==> src/logic/cap_regs_pkg.sv <==
// Constants for the read-only capability register bank
// Behaviour
// - The assembly identity word returns the assembly type code in bits 31:16 and the assembly maker code in 15:0.
// - The assembly information word returns the assembly revision in 31:16 and the feature pointer, default 0x0100.
// - Features bits 31, 30 and 29 report the bridge, memory and processor roles, each chosen on its own.
// - Features bit 28, the switch flag, always reads zero.
// - Features bit 27, the multiport flag, always reads zero.
// - Features bits 26 to 7 and bit 6 always read zero.
// - Features bit 5 reports whether the critical request flow indicator is supported.
// - Features bit 4 reports the large system option, which also selects 16-bit device identifiers.
// - Features bit 3 is constant one, marking the extended feature pointer as valid.
// - Features bits 2 to 0 are fixed at 3'b001, advertising 34-bit addressing only.
// - The switch port word means nothing while the switch flag is zero, so nobody may rely on its content.
// - The issuable operations word reports support flags in bits 15 to 3 that change no behaviour.
// - Bit 2 of the issuable operations word, the port-write flag, always reads zero.
// - Bits 31 to 18, 17 to 16 and 1 to 0 of the issuable operations word read zero.
// - Every capability word is read-only and served through the configuration register port.
package cap_regs_pkg;

  // ==========================================================
  // Port geometry
  localparam int unsigned ADDR_W      = 24;
  localparam int unsigned DATA_W      = 32;
  localparam int unsigned WORD_IDX_W  = 4;
  localparam int unsigned WORD_COUNT  = 16;

  // ==========================================================
  // Byte offsets of the capability space
  localparam logic [ADDR_W-1:0] OFS_DEVICE_IDENTITY   = 24'h000000;
  localparam logic [ADDR_W-1:0] OFS_DEVICE_INFO       = 24'h000004;
  localparam logic [ADDR_W-1:0] OFS_ASSEMBLY_IDENTITY = 24'h000008;
  localparam logic [ADDR_W-1:0] OFS_ASSEMBLY_INFO     = 24'h00000c;
  localparam logic [ADDR_W-1:0] OFS_ELEMENT_FEATURES  = 24'h000010;
  localparam logic [ADDR_W-1:0] OFS_SWITCH_PORT_INFO  = 24'h000014;
  localparam logic [ADDR_W-1:0] OFS_ISSUABLE_OPS      = 24'h000018;
  localparam logic [ADDR_W-1:0] OFS_SPACE_LAST        = 24'h00003c;

  // ==========================================================
  // Field positions
  localparam int unsigned HALF_HI_LSB      = 16;
  localparam int unsigned FEAT_BRIDGE      = 31;
  localparam int unsigned FEAT_MEMORY      = 30;
  localparam int unsigned FEAT_PROCESSOR   = 29;
  localparam int unsigned FEAT_SWITCH      = 28;
  localparam int unsigned FEAT_MULTIPORT   = 27;
  localparam int unsigned FEAT_CRIT_FLOW   = 5;
  localparam int unsigned FEAT_LARGE_SYS   = 4;
  localparam int unsigned FEAT_EXT_FEAT    = 3;
  localparam int unsigned OPS_FLAGS_LSB    = 3;
  localparam int unsigned OPS_FLAGS_W      = 13;
  localparam int unsigned OPS_PORT_WRITE   = 2;

  // ==========================================================
  // Fixed values and defaults
  localparam logic [15:0] EXT_FEAT_PTR_DEF = 16'h0100;
  localparam logic [2:0]  EXT_ADDR_34_ONLY = 3'b001;
  localparam logic [DATA_W-1:0] WORD_ZERO  = 32'h00000000;

endpackage

==> src/logic/capability_regs.sv <==
// Read-only capability register bank behind the configuration register port
module capability_regs #(
  parameter logic [15:0] ASSEMBLY_TYPE     = 16'h0000,
  parameter logic [15:0] ASSEMBLY_MAKER    = 16'h0000,
  parameter logic [15:0] ASSEMBLY_REVISION = 16'h0000,
  parameter logic [15:0] EXT_FEAT_PTR      = cap_regs_pkg::EXT_FEAT_PTR_DEF,
  parameter logic        ROLE_BRIDGE       = 1'b0,
  parameter logic        ROLE_MEMORY       = 1'b1,
  parameter logic        ROLE_PROCESSOR    = 1'b0,
  parameter logic        CRIT_FLOW_SUPPORT = 1'b0,
  parameter logic        LARGE_SYSTEM      = 1'b0,
  parameter logic [12:0] ISSUE_OPS         = 13'h1fff
) (
  input  wire logic                              clock_i,
  input  wire logic                              nrst_i,
  input  wire logic                              cfg_req_i,
  input  wire logic                              cfg_we_i,
  input  wire logic [cap_regs_pkg::ADDR_W-1:0]   cfg_addr_i,
  input  wire logic [cap_regs_pkg::DATA_W-1:0]   cfg_wdata_i,
  output logic                                   cfg_rdy_o,
  output logic                                   cfg_ack_o,
  output logic                                   cfg_err_o,
  output logic      [cap_regs_pkg::DATA_W-1:0]   cfg_rdata_o,
  output logic                                   dev_id_wide_o
);

  typedef enum logic [1:0] {
    ST_LOAD,
    ST_IDLE,
    ST_READ,
    ST_DONE
  } bank_state_t;

  // ==========================================================
  // Declarations
  bank_state_t                                state_r;
  bank_state_t                                state_nxt;
  logic [cap_regs_pkg::WORD_IDX_W-1:0]        load_idx_r;
  logic [cap_regs_pkg::WORD_IDX_W-1:0]        load_idx_nxt;
  logic                                       rdy_r;
  logic                                       rdy_nxt;
  logic                                       ack_r;
  logic                                       ack_nxt;
  logic                                       err_r;
  logic                                       err_nxt;
  logic [cap_regs_pkg::DATA_W-1:0]            rdata_r;
  logic [cap_regs_pkg::DATA_W-1:0]            rdata_nxt;
  logic                                       wide_r;
  logic                                       wide_nxt;
  logic                                       pend_we_r;
  logic                                       pend_we_nxt;
  logic                                       pend_out_r;
  logic                                       pend_out_nxt;

  logic                                       take;
  logic                                       in_space;
  logic                                       store_rd_en;
  logic [cap_regs_pkg::WORD_IDX_W-1:0]        store_rd_idx;
  logic [cap_regs_pkg::DATA_W-1:0]            store_rd_data;
  logic                                       store_load_en;
  logic [cap_regs_pkg::DATA_W-1:0]            load_word;

  logic [cap_regs_pkg::DATA_W-1:0]            word_asm_id;
  logic [cap_regs_pkg::DATA_W-1:0]            word_asm_info;
  logic [cap_regs_pkg::DATA_W-1:0]            word_features;
  logic [cap_regs_pkg::DATA_W-1:0]            word_issue_ops;

  // ==========================================================
  // Word composition from the build-time configuration
  always_comb begin
    word_asm_id = {ASSEMBLY_TYPE, ASSEMBLY_MAKER};
  end

  always_comb begin
    word_asm_info = {ASSEMBLY_REVISION, EXT_FEAT_PTR};
  end

  always_comb begin
    word_features = cap_regs_pkg::WORD_ZERO;
    word_features[cap_regs_pkg::FEAT_BRIDGE]    = ROLE_BRIDGE;
    word_features[cap_regs_pkg::FEAT_MEMORY]    = ROLE_MEMORY;
    word_features[cap_regs_pkg::FEAT_PROCESSOR] = ROLE_PROCESSOR;
    word_features[cap_regs_pkg::FEAT_SWITCH]    = 1'b0;
    word_features[cap_regs_pkg::FEAT_MULTIPORT] = 1'b0;
    word_features[cap_regs_pkg::FEAT_CRIT_FLOW] = CRIT_FLOW_SUPPORT;
    word_features[cap_regs_pkg::FEAT_LARGE_SYS] = LARGE_SYSTEM;
    word_features[cap_regs_pkg::FEAT_EXT_FEAT]  = 1'b1;
    word_features[2:0]                          = cap_regs_pkg::EXT_ADDR_34_ONLY;
  end

  always_comb begin
    word_issue_ops = cap_regs_pkg::WORD_ZERO;
    word_issue_ops[cap_regs_pkg::OPS_FLAGS_LSB +: cap_regs_pkg::OPS_FLAGS_W] = ISSUE_OPS;
    word_issue_ops[cap_regs_pkg::OPS_PORT_WRITE] = 1'b0;
  end

  // ==========================================================
  // Load sequence word selection
  // Words not held by this bank, the switch port word among them, load as zero
  always_comb begin
    load_word = cap_regs_pkg::WORD_ZERO;
    case ({load_idx_r, 2'b00})
      cap_regs_pkg::OFS_ASSEMBLY_IDENTITY[5:0]: begin
        load_word = word_asm_id;
      end
      cap_regs_pkg::OFS_ASSEMBLY_INFO[5:0]: begin
        load_word = word_asm_info;
      end
      cap_regs_pkg::OFS_ELEMENT_FEATURES[5:0]: begin
        load_word = word_features;
      end
      cap_regs_pkg::OFS_ISSUABLE_OPS[5:0]: begin
        load_word = word_issue_ops;
      end
      default: begin
        load_word = cap_regs_pkg::WORD_ZERO;
      end
    endcase
  end

  // ==========================================================
  // Request decode
  always_comb begin
    take         = cfg_req_i && rdy_r;
    in_space     = (cfg_addr_i <= cap_regs_pkg::OFS_SPACE_LAST);
    store_rd_idx = cfg_addr_i[5:2];
    // Writes never reach the store; only reads fetch a word
    store_rd_en  = take && !cfg_we_i && in_space;
    store_load_en = (state_r == ST_LOAD);
  end

  // ==========================================================
  // Port sequencer
  always_comb begin
    state_nxt    = state_r;
    load_idx_nxt = load_idx_r;
    rdy_nxt      = rdy_r;
    ack_nxt      = 1'b0;
    err_nxt      = err_r;
    rdata_nxt    = rdata_r;
    pend_we_nxt  = pend_we_r;
    pend_out_nxt = pend_out_r;
    case (state_r)
      ST_LOAD: begin
        load_idx_nxt = load_idx_r + 1'b1;
        if (load_idx_r == cap_regs_pkg::WORD_IDX_W'(cap_regs_pkg::WORD_COUNT - 1)) begin
          state_nxt = ST_IDLE;
          rdy_nxt   = 1'b1;
        end
      end
      ST_IDLE: begin
        if (take) begin
          rdy_nxt      = 1'b0;
          pend_we_nxt  = cfg_we_i;
          pend_out_nxt = !in_space;
          state_nxt    = ST_READ;
        end
      end
      ST_READ: begin
        ack_nxt = 1'b1;
        err_nxt = pend_out_r;
        if (pend_we_r || pend_out_r) begin
          rdata_nxt = cap_regs_pkg::WORD_ZERO;
        end else begin
          rdata_nxt = store_rd_data;
        end
        state_nxt = ST_DONE;
      end
      ST_DONE: begin
        rdy_nxt   = 1'b1;
        state_nxt = ST_IDLE;
      end
      default: begin
        state_nxt = ST_IDLE;
        rdy_nxt   = 1'b0;
      end
    endcase
  end

  always_ff @(posedge clock_i or negedge nrst_i) begin
    if (!nrst_i) begin
      state_r    <= ST_LOAD;
      load_idx_r <= '0;
      rdy_r      <= 1'b0;
      ack_r      <= 1'b0;
      err_r      <= 1'b0;
      rdata_r    <= '0;
      pend_we_r  <= 1'b0;
      pend_out_r <= 1'b0;
    end else begin
      state_r    <= state_nxt;
      load_idx_r <= load_idx_nxt;
      rdy_r      <= rdy_nxt;
      ack_r      <= ack_nxt;
      err_r      <= err_nxt;
      rdata_r    <= rdata_nxt;
      pend_we_r  <= pend_we_nxt;
      pend_out_r <= pend_out_nxt;
    end
  end

  // ==========================================================
  // Identifier width select for the transport layer
  always_comb begin
    wide_nxt = LARGE_SYSTEM;
  end

  always_ff @(posedge clock_i or negedge nrst_i) begin
    if (!nrst_i) begin
      wide_r <= 1'b0;
    end else begin
      wide_r <= wide_nxt;
    end
  end

  // ==========================================================
  // Word store
  cap_word_store #(
    .WIDTH (cap_regs_pkg::DATA_W),
    .DEPTH (cap_regs_pkg::WORD_COUNT),
    .IDX_W (cap_regs_pkg::WORD_IDX_W)
  ) u_store (
    .clock_i     (clock_i),
    .nrst_i      (nrst_i),
    .load_en_i   (store_load_en),
    .load_idx_i  (load_idx_r),
    .load_data_i (load_word),
    .rd_en_i     (store_rd_en),
    .rd_idx_i    (store_rd_idx),
    .rd_data_o   (store_rd_data)
  );

  // ==========================================================
  // Outputs
  assign cfg_rdy_o     = rdy_r;
  assign cfg_ack_o     = ack_r;
  assign cfg_err_o     = err_r;
  assign cfg_rdata_o   = rdata_r;
  assign dev_id_wide_o = wide_r;

endmodule // capability_regs

==> src/logic/cap_word_store.sv <==
// Small word store with registered read data
module cap_word_store #(
  parameter int unsigned WIDTH = 32,
  parameter int unsigned DEPTH = 16,
  parameter int unsigned IDX_W = 4
) (
  input  wire logic             clock_i,
  input  wire logic             nrst_i,
  input  wire logic             load_en_i,
  input  wire logic [IDX_W-1:0] load_idx_i,
  input  wire logic [WIDTH-1:0] load_data_i,
  input  wire logic             rd_en_i,
  input  wire logic [IDX_W-1:0] rd_idx_i,
  output logic      [WIDTH-1:0] rd_data_o
);

  logic [WIDTH-1:0] mem_r [DEPTH];
  logic [WIDTH-1:0] rd_data_r;
  logic [WIDTH-1:0] rd_data_nxt;

  // ==========================================================
  // Read path
  always_comb begin
    rd_data_nxt = rd_data_r;
    if (rd_en_i) begin
      rd_data_nxt = mem_r[rd_idx_i];
    end
  end

  always_ff @(posedge clock_i or negedge nrst_i) begin
    if (!nrst_i) begin
      rd_data_r <= '0;
    end else begin
      rd_data_r <= rd_data_nxt;
    end
  end

  // ==========================================================
  // Storage, filled only by the load port
  always_ff @(posedge clock_i) begin
    if (load_en_i) begin
      mem_r[load_idx_i] <= load_data_i;
    end
  end

  assign rd_data_o = rd_data_r;

endmodule // cap_word_store

==> config.mk <==
export PLATFORM = sky130hd
export DESIGN_NAME = capability_regs
export DESIGN_NICKNAME = d
export VERILOG_FILES = /design/src/logic/cap_regs_pkg.sv /design/src/logic/capability_regs.sv /design/src/logic/cap_word_store.sv
export SDC_FILE = /design/constraint.sdc
export NUM_CORES = 1
export LEC_CHECK = 0
export BUFFER_PORTS_ARGS = -buffer_cell sky130_fd_sc_hd__clkbuf_2
export CELL_PAD_IN_SITES_DETAIL_PLACEMENT = 0
export CELL_PAD_IN_SITES_GLOBAL_PLACEMENT = 2
export CORE_ASPECT_RATIO = 0.6
export CORE_MARGIN = 1
export CORE_UTILIZATION = 52
export DETAILED_ROUTE_END_ITERATION = 7
export PLACE_DENSITY = 0.8
export SETUP_SLACK_MARGIN = 0.1
export SYNTH_ARGS = -nofsm -noshare
export SYNTH_HDL_FRONTEND = slang
export SYNTH_HIERARCHICAL = 1
export SYNTH_SLANG_ARGS = --single-unit
==> constraint.sdc <==
create_clock -name clock_i -period 7.8 [get_ports clock_i]
set_input_delay 1.56 -clock clock_i [delete_from_list [all_inputs] [get_ports clock_i]]
set_output_delay 1.56 -clock clock_i [all_outputs]
set_load 0.05 [all_outputs]
# [After elaboration in Yosys (flattened, before gate mapping)]
# Memories as Yosys holds them, arrays and structs flattened. A register that Yosys moved wholly into a read port is not among the register bits.
# Cells that the tools add are included.
[totals] reg_bits=75 ram_bits=496 in_bits=60 output_inout_bits=36 elab_cells=44 mem_count=1
[classes] n_addsub=1 order_cmp=1 n_eq_ne=9 mux=11 n_reduce_logical=12
[mem_list] memory="u_store.mem_r" words=16 word_bits=31 read_ports=1 rd_ports_with_merged_regs=1 write_ports=1 line_no="cap_word_store.sv:17" source="logic [WIDTH-1:0] mem_r [DEPTH];"
[ops] operator="31-bit case mux with 3 select lines" n=1
[ops] operator="32-bit two-way mux" n=1
[ops] operator="24-bit by 6-bit less-or-equal comparator with 1-bit output, second input constant" n=1
[ops] operator="4-bit by 3-bit equality test with 1-bit output, second input constant" n=2
[ops] operator="2-bit case mux with 4 select lines" n=1
[ops] operator="1-bit two-way mux" n=5
[ops] operator="4-bit by 1-bit adder with 4-bit output, second input constant" n=1
[ops] operator="2-bit equality test, second input constant" n=2
[ops] operator="4-bit by 2-bit equality test with 1-bit output, second input constant" n=1
[ops] operator="4-bit equality test, second input constant" n=1
[ops] operator="2-bit two-way mux" n=2
[ops] operator="2-bit AND reduction" n=2
[ops] operator="1-bit logical AND" n=3
[ops] operator="1-bit zero test" n=3
[ops] operator="1-bit case mux with 3 select lines" n=1
[ops] operator="3-bit AND reduction" n=1
[ops] operator="3-bit nonzero test" n=1
[ops] operator="2-bit by 1-bit equality test with 1-bit output, second input constant" n=1
[ops] operator="2-bit zero test" n=1
[ops] operator="2-bit by 1-bit inequality test with 1-bit output, second input constant" n=1
[ops] operator="2-bit inequality test, second input constant" n=1
[ops] operator="1-bit logical OR" n=1

# [Depth between registers and ports, before layout]
[depth] word_depth=3 ltp_mapped=7 mapped_depth_nobuf=5

# [Hierarchy]
# Netlist, hierarchy kept.
[by_module_without_submodules] mod="cap_word_store" instances=1 cells_per_inst=876 area_per_inst_um2=20788.7 seq_area_each_um2=16175.5
[by_module_without_submodules] mod="capability_regs" instances=1 cells_per_inst=201 area_per_inst_um2=1933.1 seq_area_each_um2=1076.0

# [Least setup slack after synthesis]
# No wires, ideal clock.
[synth_timing] path_type="register to register" startpoint="register load_idx_r[0] (netlist name)" endpoint="memory u_store/mem_r[0][10] (netlist name) (data pin)" setup_ps=1019 arrival_time_ps=4847 required_ps=6781 setup_slack_ps=1935 path_stages_with_launch=5 n_path_buf=0 period_less_slack_ps=5865 cell_sequence="dfrtp_1 -> inv_1 -> ha_1 -> nand2_1 -> nor2_1"
[synth_via] elab_chain_len=2 word_cells_on_any_way=4 classes_between="eq/ne (3); mux (1)"
[synth_lines] element="from (decl)" line_no="capability_regs.sv:38" source="logic [cap_regs_pkg::WORD_IDX_W-1:0] load_idx_r;"
[synth_lines] element="from (signal assigned)" line_no="capability_regs.sv:192" source="load_idx_r <= load_idx_nxt;"
[synth_lines] element="4-bit by 3-bit equality test with 1-bit output or 4-bit by 2-bit equality test with 1-bit output (tied branches)" line_no="capability_regs.sv:102" source="case ({load_idx_r, 2'b00})"
[synth_lines] element="31-bit case mux with 3 select lines (*)" line_no="capability_regs.sv:102"
[synth_lines] element="named net load_word, one bit" line_no="capability_regs.sv:61" source="logic [cap_regs_pkg::DATA_W-1:0] load_word;"
[synth_lines] element="to (decl)" line_no="cap_word_store.sv:17"
# Mark *: on every way through the listed nets, which the timed path passes. The rest lies on a longest branch.

# [Worst setup path in the final report]
[layout_timing] startpoint="input port cfg_addr_i[5] (netlist name)" endpoint="register u_store.rd_data_r[10] (netlist: u_store/rd_data_o[10]) (read register of u_store.mem_r)"
[layout_via] elab_chain_len=2
[layout_lines] element="from (decl)" line_no="capability_regs.sv:18" source="input wire logic [cap_regs_pkg::ADDR_W-1:0] cfg_addr_i,"
[layout_lines] element="24-bit by 6-bit less-or-equal comparator with 1-bit output" line_no="capability_regs.sv:125" source="in_space = (cfg_addr_i <= cap_regs_pkg::OFS_SPACE_LAST);"
[layout_lines] element="1-bit logical AND" line_no="capability_regs.sv:128" source="store_rd_en = take && !cfg_we_i && in_space;"
[layout_lines] element="named net store_rd_en" line_no="capability_regs.sv:57" source="logic store_rd_en;"
[layout_lines] element="to (decl)" line_no="cap_word_store.sv:18" source="logic [WIDTH-1:0] rd_data_r;"
# The timed path passes the listed nets, and every way through them passes these cells.
# A chain may end at the register's enable or synchronous reset.

==> summary.md <==
| Metric | Value |
|---|---|
| Status | finished clean |
| Seq/Total Area, Yosys | 0.7593 |
| Worst Hold Class | register to register |
| Core area | around 42000 µm² |
| Via/cell ratio | 5.187 |
| CP Buf/Inv Count | 4 |
| Die W | around 270 µm |
| Worst-Skew Late Latency | 0.57 ns |
| Area Overhead vs Synth | 15.36% |
| Multi-input gate area | ~6000 µm² |
| 1st-pass router iterations | 7 |
| Post-CTS resize count | 0 |
| Clock Pin Slew Worst Setup and Hold Paths | 0.06 ns |
| Crit path time final | 4.338 ns |
| Worst reg2reg path startpoint | cfg_rdy_o |
| GR Util met1 | 0.3065 |
| Maximum fanout along the worst path | 67 |
| Final core utilization | 0.6174 |
| Global Route Usage Sum | 0.2082 |
| Cell variety after synth | 46 |
| Clock sinks | 587 |
| GR Util met3 | 0.03114 |
| Yosys reg bits | 587 |
| Peak VDD IR | between 200 and 250 µV |
| Post-CTS Setup Inserts | 0 |
| Peak Freq | about 230 MHz |
| Hold_sp | u_store/rd_data_o[1] |
| Cell row count | between 50 and 60 |
| CP endpoint kind | register |
| Worst path cell trace | buf_2, buf_4, nand4_1, nor2_1, and4bb_4, buf_4, and2_2, buf_4, a221oi_1 |
| Synth warn | 6 |
| Fin nets | between 1000 and 1500 |
| H-tree depth | 2 |
| HPWL Detailed | 23.91 mm |
| Flip-flop and latch area | 17250 µm² |
| Largest net degree at the start of global routing | 91 |
| Die area | 44560 µm² |
| Critical Path RT | 8.19 ns |
| Crit path max-delay family | buffers and inverters |
| Pins Over Slew Limit | 0 |
| Slowest stage delay, CP | 0.74 ns |
| Initial antenna violation count | 0 |
| Slew @ Worst Pin | 1.129 ns |
| Gr busiest metal | met2 |
| Initial Util | 0.5352 |
| DR WL/cell | between 20 and 25 µm |
| Startpoint types | input port |
| 1st-iter DRT viols | a little over 800 |
| Worst-case clock buffer depth | 3 |
| Synth Instances | 1077 |
| Gr ovfl total | 0 |
| Met2 Use GR | 0.3360 |
| DRC viols | 0 |
| Max Cap Violations | 0 |
| RSZ-0062 raised after global routing | false |
| TritonCTS clock tree | built |
| Static leakage | 9.408 nW |
| I/O Buffers | 62 |
| Layout cells sized above 1 | 0.2299 |
| Antenna cells | 0 |
| Crit path from | cfg_addr_i[5] |
| Max Clock Skew | a little over 0.02 ns |
| Crit share post-route | 0.5561 |
| Die Y | 163.9 µm |
| Vias after detailed routing | 10581 |
| Crit path kind | input port to register |
| Sum of negative setup slack | 0 ns |
| GP Congestion | 0.7042 |
| Final wirelength | 44.42 mm |
| Global-route wire length before repair | between 60 and 70 mm |
| Max_slew headroom | 0.2473 |
| Final hold violation count | 0 |
| Worst path slowest cell | buf_4 |
| Mapped cell area | 22720 µm² |
| Fill count | 3073 |
| Num CTS Buffers | 51 |
| Antenna-violating nets left | 0 |
| I/O pins | 96 |
| Post-CTS Hold Fix Bufs | 0 |
| # setup viols final | 0 |
| Data arrival, critical path | 4.73 ns |
| Worst path most repeated cell | buf_4 |
| Vias in the first global route | 11145 |
| P per Cell Area | approximately 260 nW/µm² |
| Root Buffer | clkbuf_16 |
| Synth Area per Inst | around 21 µm² |
[cells in the mapped netlist, drive strengths merged]
library cell	n	area share
and3	1	0.00028
conb	1	0.00017
nor4	4	0.0011
ha	7	0.0039
or2	1	0.00028
nor2	50	0.0083
dlygate4sd1	4	0.0015
or3b	1	0.00039
xnor2	2	0.00077
o22a	1	0.00039
o211ai	1	0.00033
edfxtp	512	0.68
and2	1	0.00028
nand3b	2	0.00066
nor3b	1	0.00083
o22ai	32	0.012
buf	40	0.018
mux2i	33	0.015
inv	37	0.0061
mux2	3	0.0015
clkbuf	15	0.0031
a21oi	3	0.00066
nor3	4	0.00088
dfrtp	75	0.083
xor2	1	0.00039
nand2	38	0.0063
mux4	128	0.13
nand3	2	0.00066
a211o	1	0.00039
a221oi	32	0.019
nand4	3	0.00083
o21ai	34	0.0075
a22oi	1	0.00055
and4bb	1	0.00055
nand2b	5	0.0014
[worst paths after layout]
| path | endpoint | slack, ns | depth (start not counted) |
|---|---|---|---|
| worst max register to register | u_store/rd_data_o[10] | 4.75 | 7 |
| min in group asynchronous | u_store/rd_data_o[18] | 0.86 | 1 |
| worst min register to register | cfg_rdata_o[1] | 0.48 | 2 |
| max in group asynchronous | u_store/rd_data_o[2] | 5.67 | 2 |
| worst min-delay path | cfg_rdata_o[1] | 0.48 | 2 |
| worst max-delay path | u_store/rd_data_o[10] | 3.46 | 9 |
[layout by cell type (no fill, tap or decap), drive strengths merged]
| cell | n |
|---|---|
| nor3b | 1 |
| nand2b | 5 |
| mux2 | 3 |
| or2 | 1 |
| a22oi | 1 |
| xnor2 | 2 |
| bufinv | 3 |
| ha | 7 |
| a221oi | 32 |
| edfxtp | 512 |
| a211o | 1 |
| clkinv | 14 |
| nor2 | 50 |
| nand3 | 2 |
| buf | 31 |
| nand3b | 2 |
| nand2 | 38 |
| o22ai | 32 |
| and2 | 1 |
| dfrtp | 75 |
| o22a | 1 |
| mux4 | 128 |
| or3b | 1 |
| mux2i | 33 |
| a21oi | 3 |
| nand4 | 3 |
| o211ai | 1 |
| xor2 | 1 |
| nor3 | 4 |
| inv | 37 |
| nor4 | 4 |
| conb | 273 |
| and3 | 1 |
| clkbuf | 132 |
| and4bb | 1 |
| o21ai | 34 |
[logic make-up (layout without fill, tap and decap cells)]
group,Yosys count,after routing,synth area share
flip-flops,587,587,0.7593
multiplexers,164,164,0.1442
AND/OR/NAND/NOR,114,114,0.02263
AO/OA/AOI/OAI,105,105,0.04003
buffers and inverters,96,217,0.02869
adder cells (fa/ha/maj),7,7,0.003854
XOR/XNOR,3,3,0.001157
other,1,273,0.0001650
[metal layers]
layer	up-vias	wire, µm
met2	252	20990
met4	0	739
met3	61	2227
li1	4830	-
met1	5438	20460
met5	-	0
[worst min-delay path, delay by kind of cell, from the launching register on]
family,cells,cell delay (ns)
AOI/OAI and AO/OA,1,0.06
DFF,1,0.34
and+or+nand+nor,1,0.05
[report_power, final]
group	leakage, nW	internal [mW]	switching [mW]	total (mW)
logic	2.93	0.191	0.433	0.624
clock network	0.790	1.40	1.07	2.46
registers	5.69	3.67	0.0688	3.74
[layout make-up]
| cell class | instances | share of cell area |
|---|---|---|
| sequential | 587 | 0.6581 |
| multi-input combinational | 666 | 0.2276 |
| clock buffer | 74 | 0.05590 |
| tap | 570 | 0.02721 |
| timing repair buffer | 89 | 0.02014 |
| clock inverter | 17 | 0.005680 |
| inverter | 37 | 0.005298 |
[sequential cells by signal (all words and copies together) (netlist names)]
register           count
cfg_ack_o              1
cfg_err_o              1
cfg_rdata_o           32
cfg_rdy_o              1
load_idx_r             4
pend_out_r             1
pend_we_r              1
state_r                2
u_store/mem_r        512
u_store/rd_data_o     32
[metrics by stage]
step / instance area [µm²] / total power [mW] / cells / hold WS (ns) / setup WS (ns)
after floorplan: 23740 / 4.224 / 1349 / 0.4497 / 1.935
after global placement: 24600 / 4.419 / 1949 / 0.4638 / 2.890
after detailed placement: 24600 / 4.441 / 1949 / 0.4676 / 2.835
after CTS: 26210 / 6.899 / 2040 / 0.4780 / 3.429
after global routing: 26210 / 7.091 / 2040 / 0.5124 / 3.283
final: 26210 / 6.829 / 2040 / 0.4789 / 3.462
(Power assumes the default switching activity.)
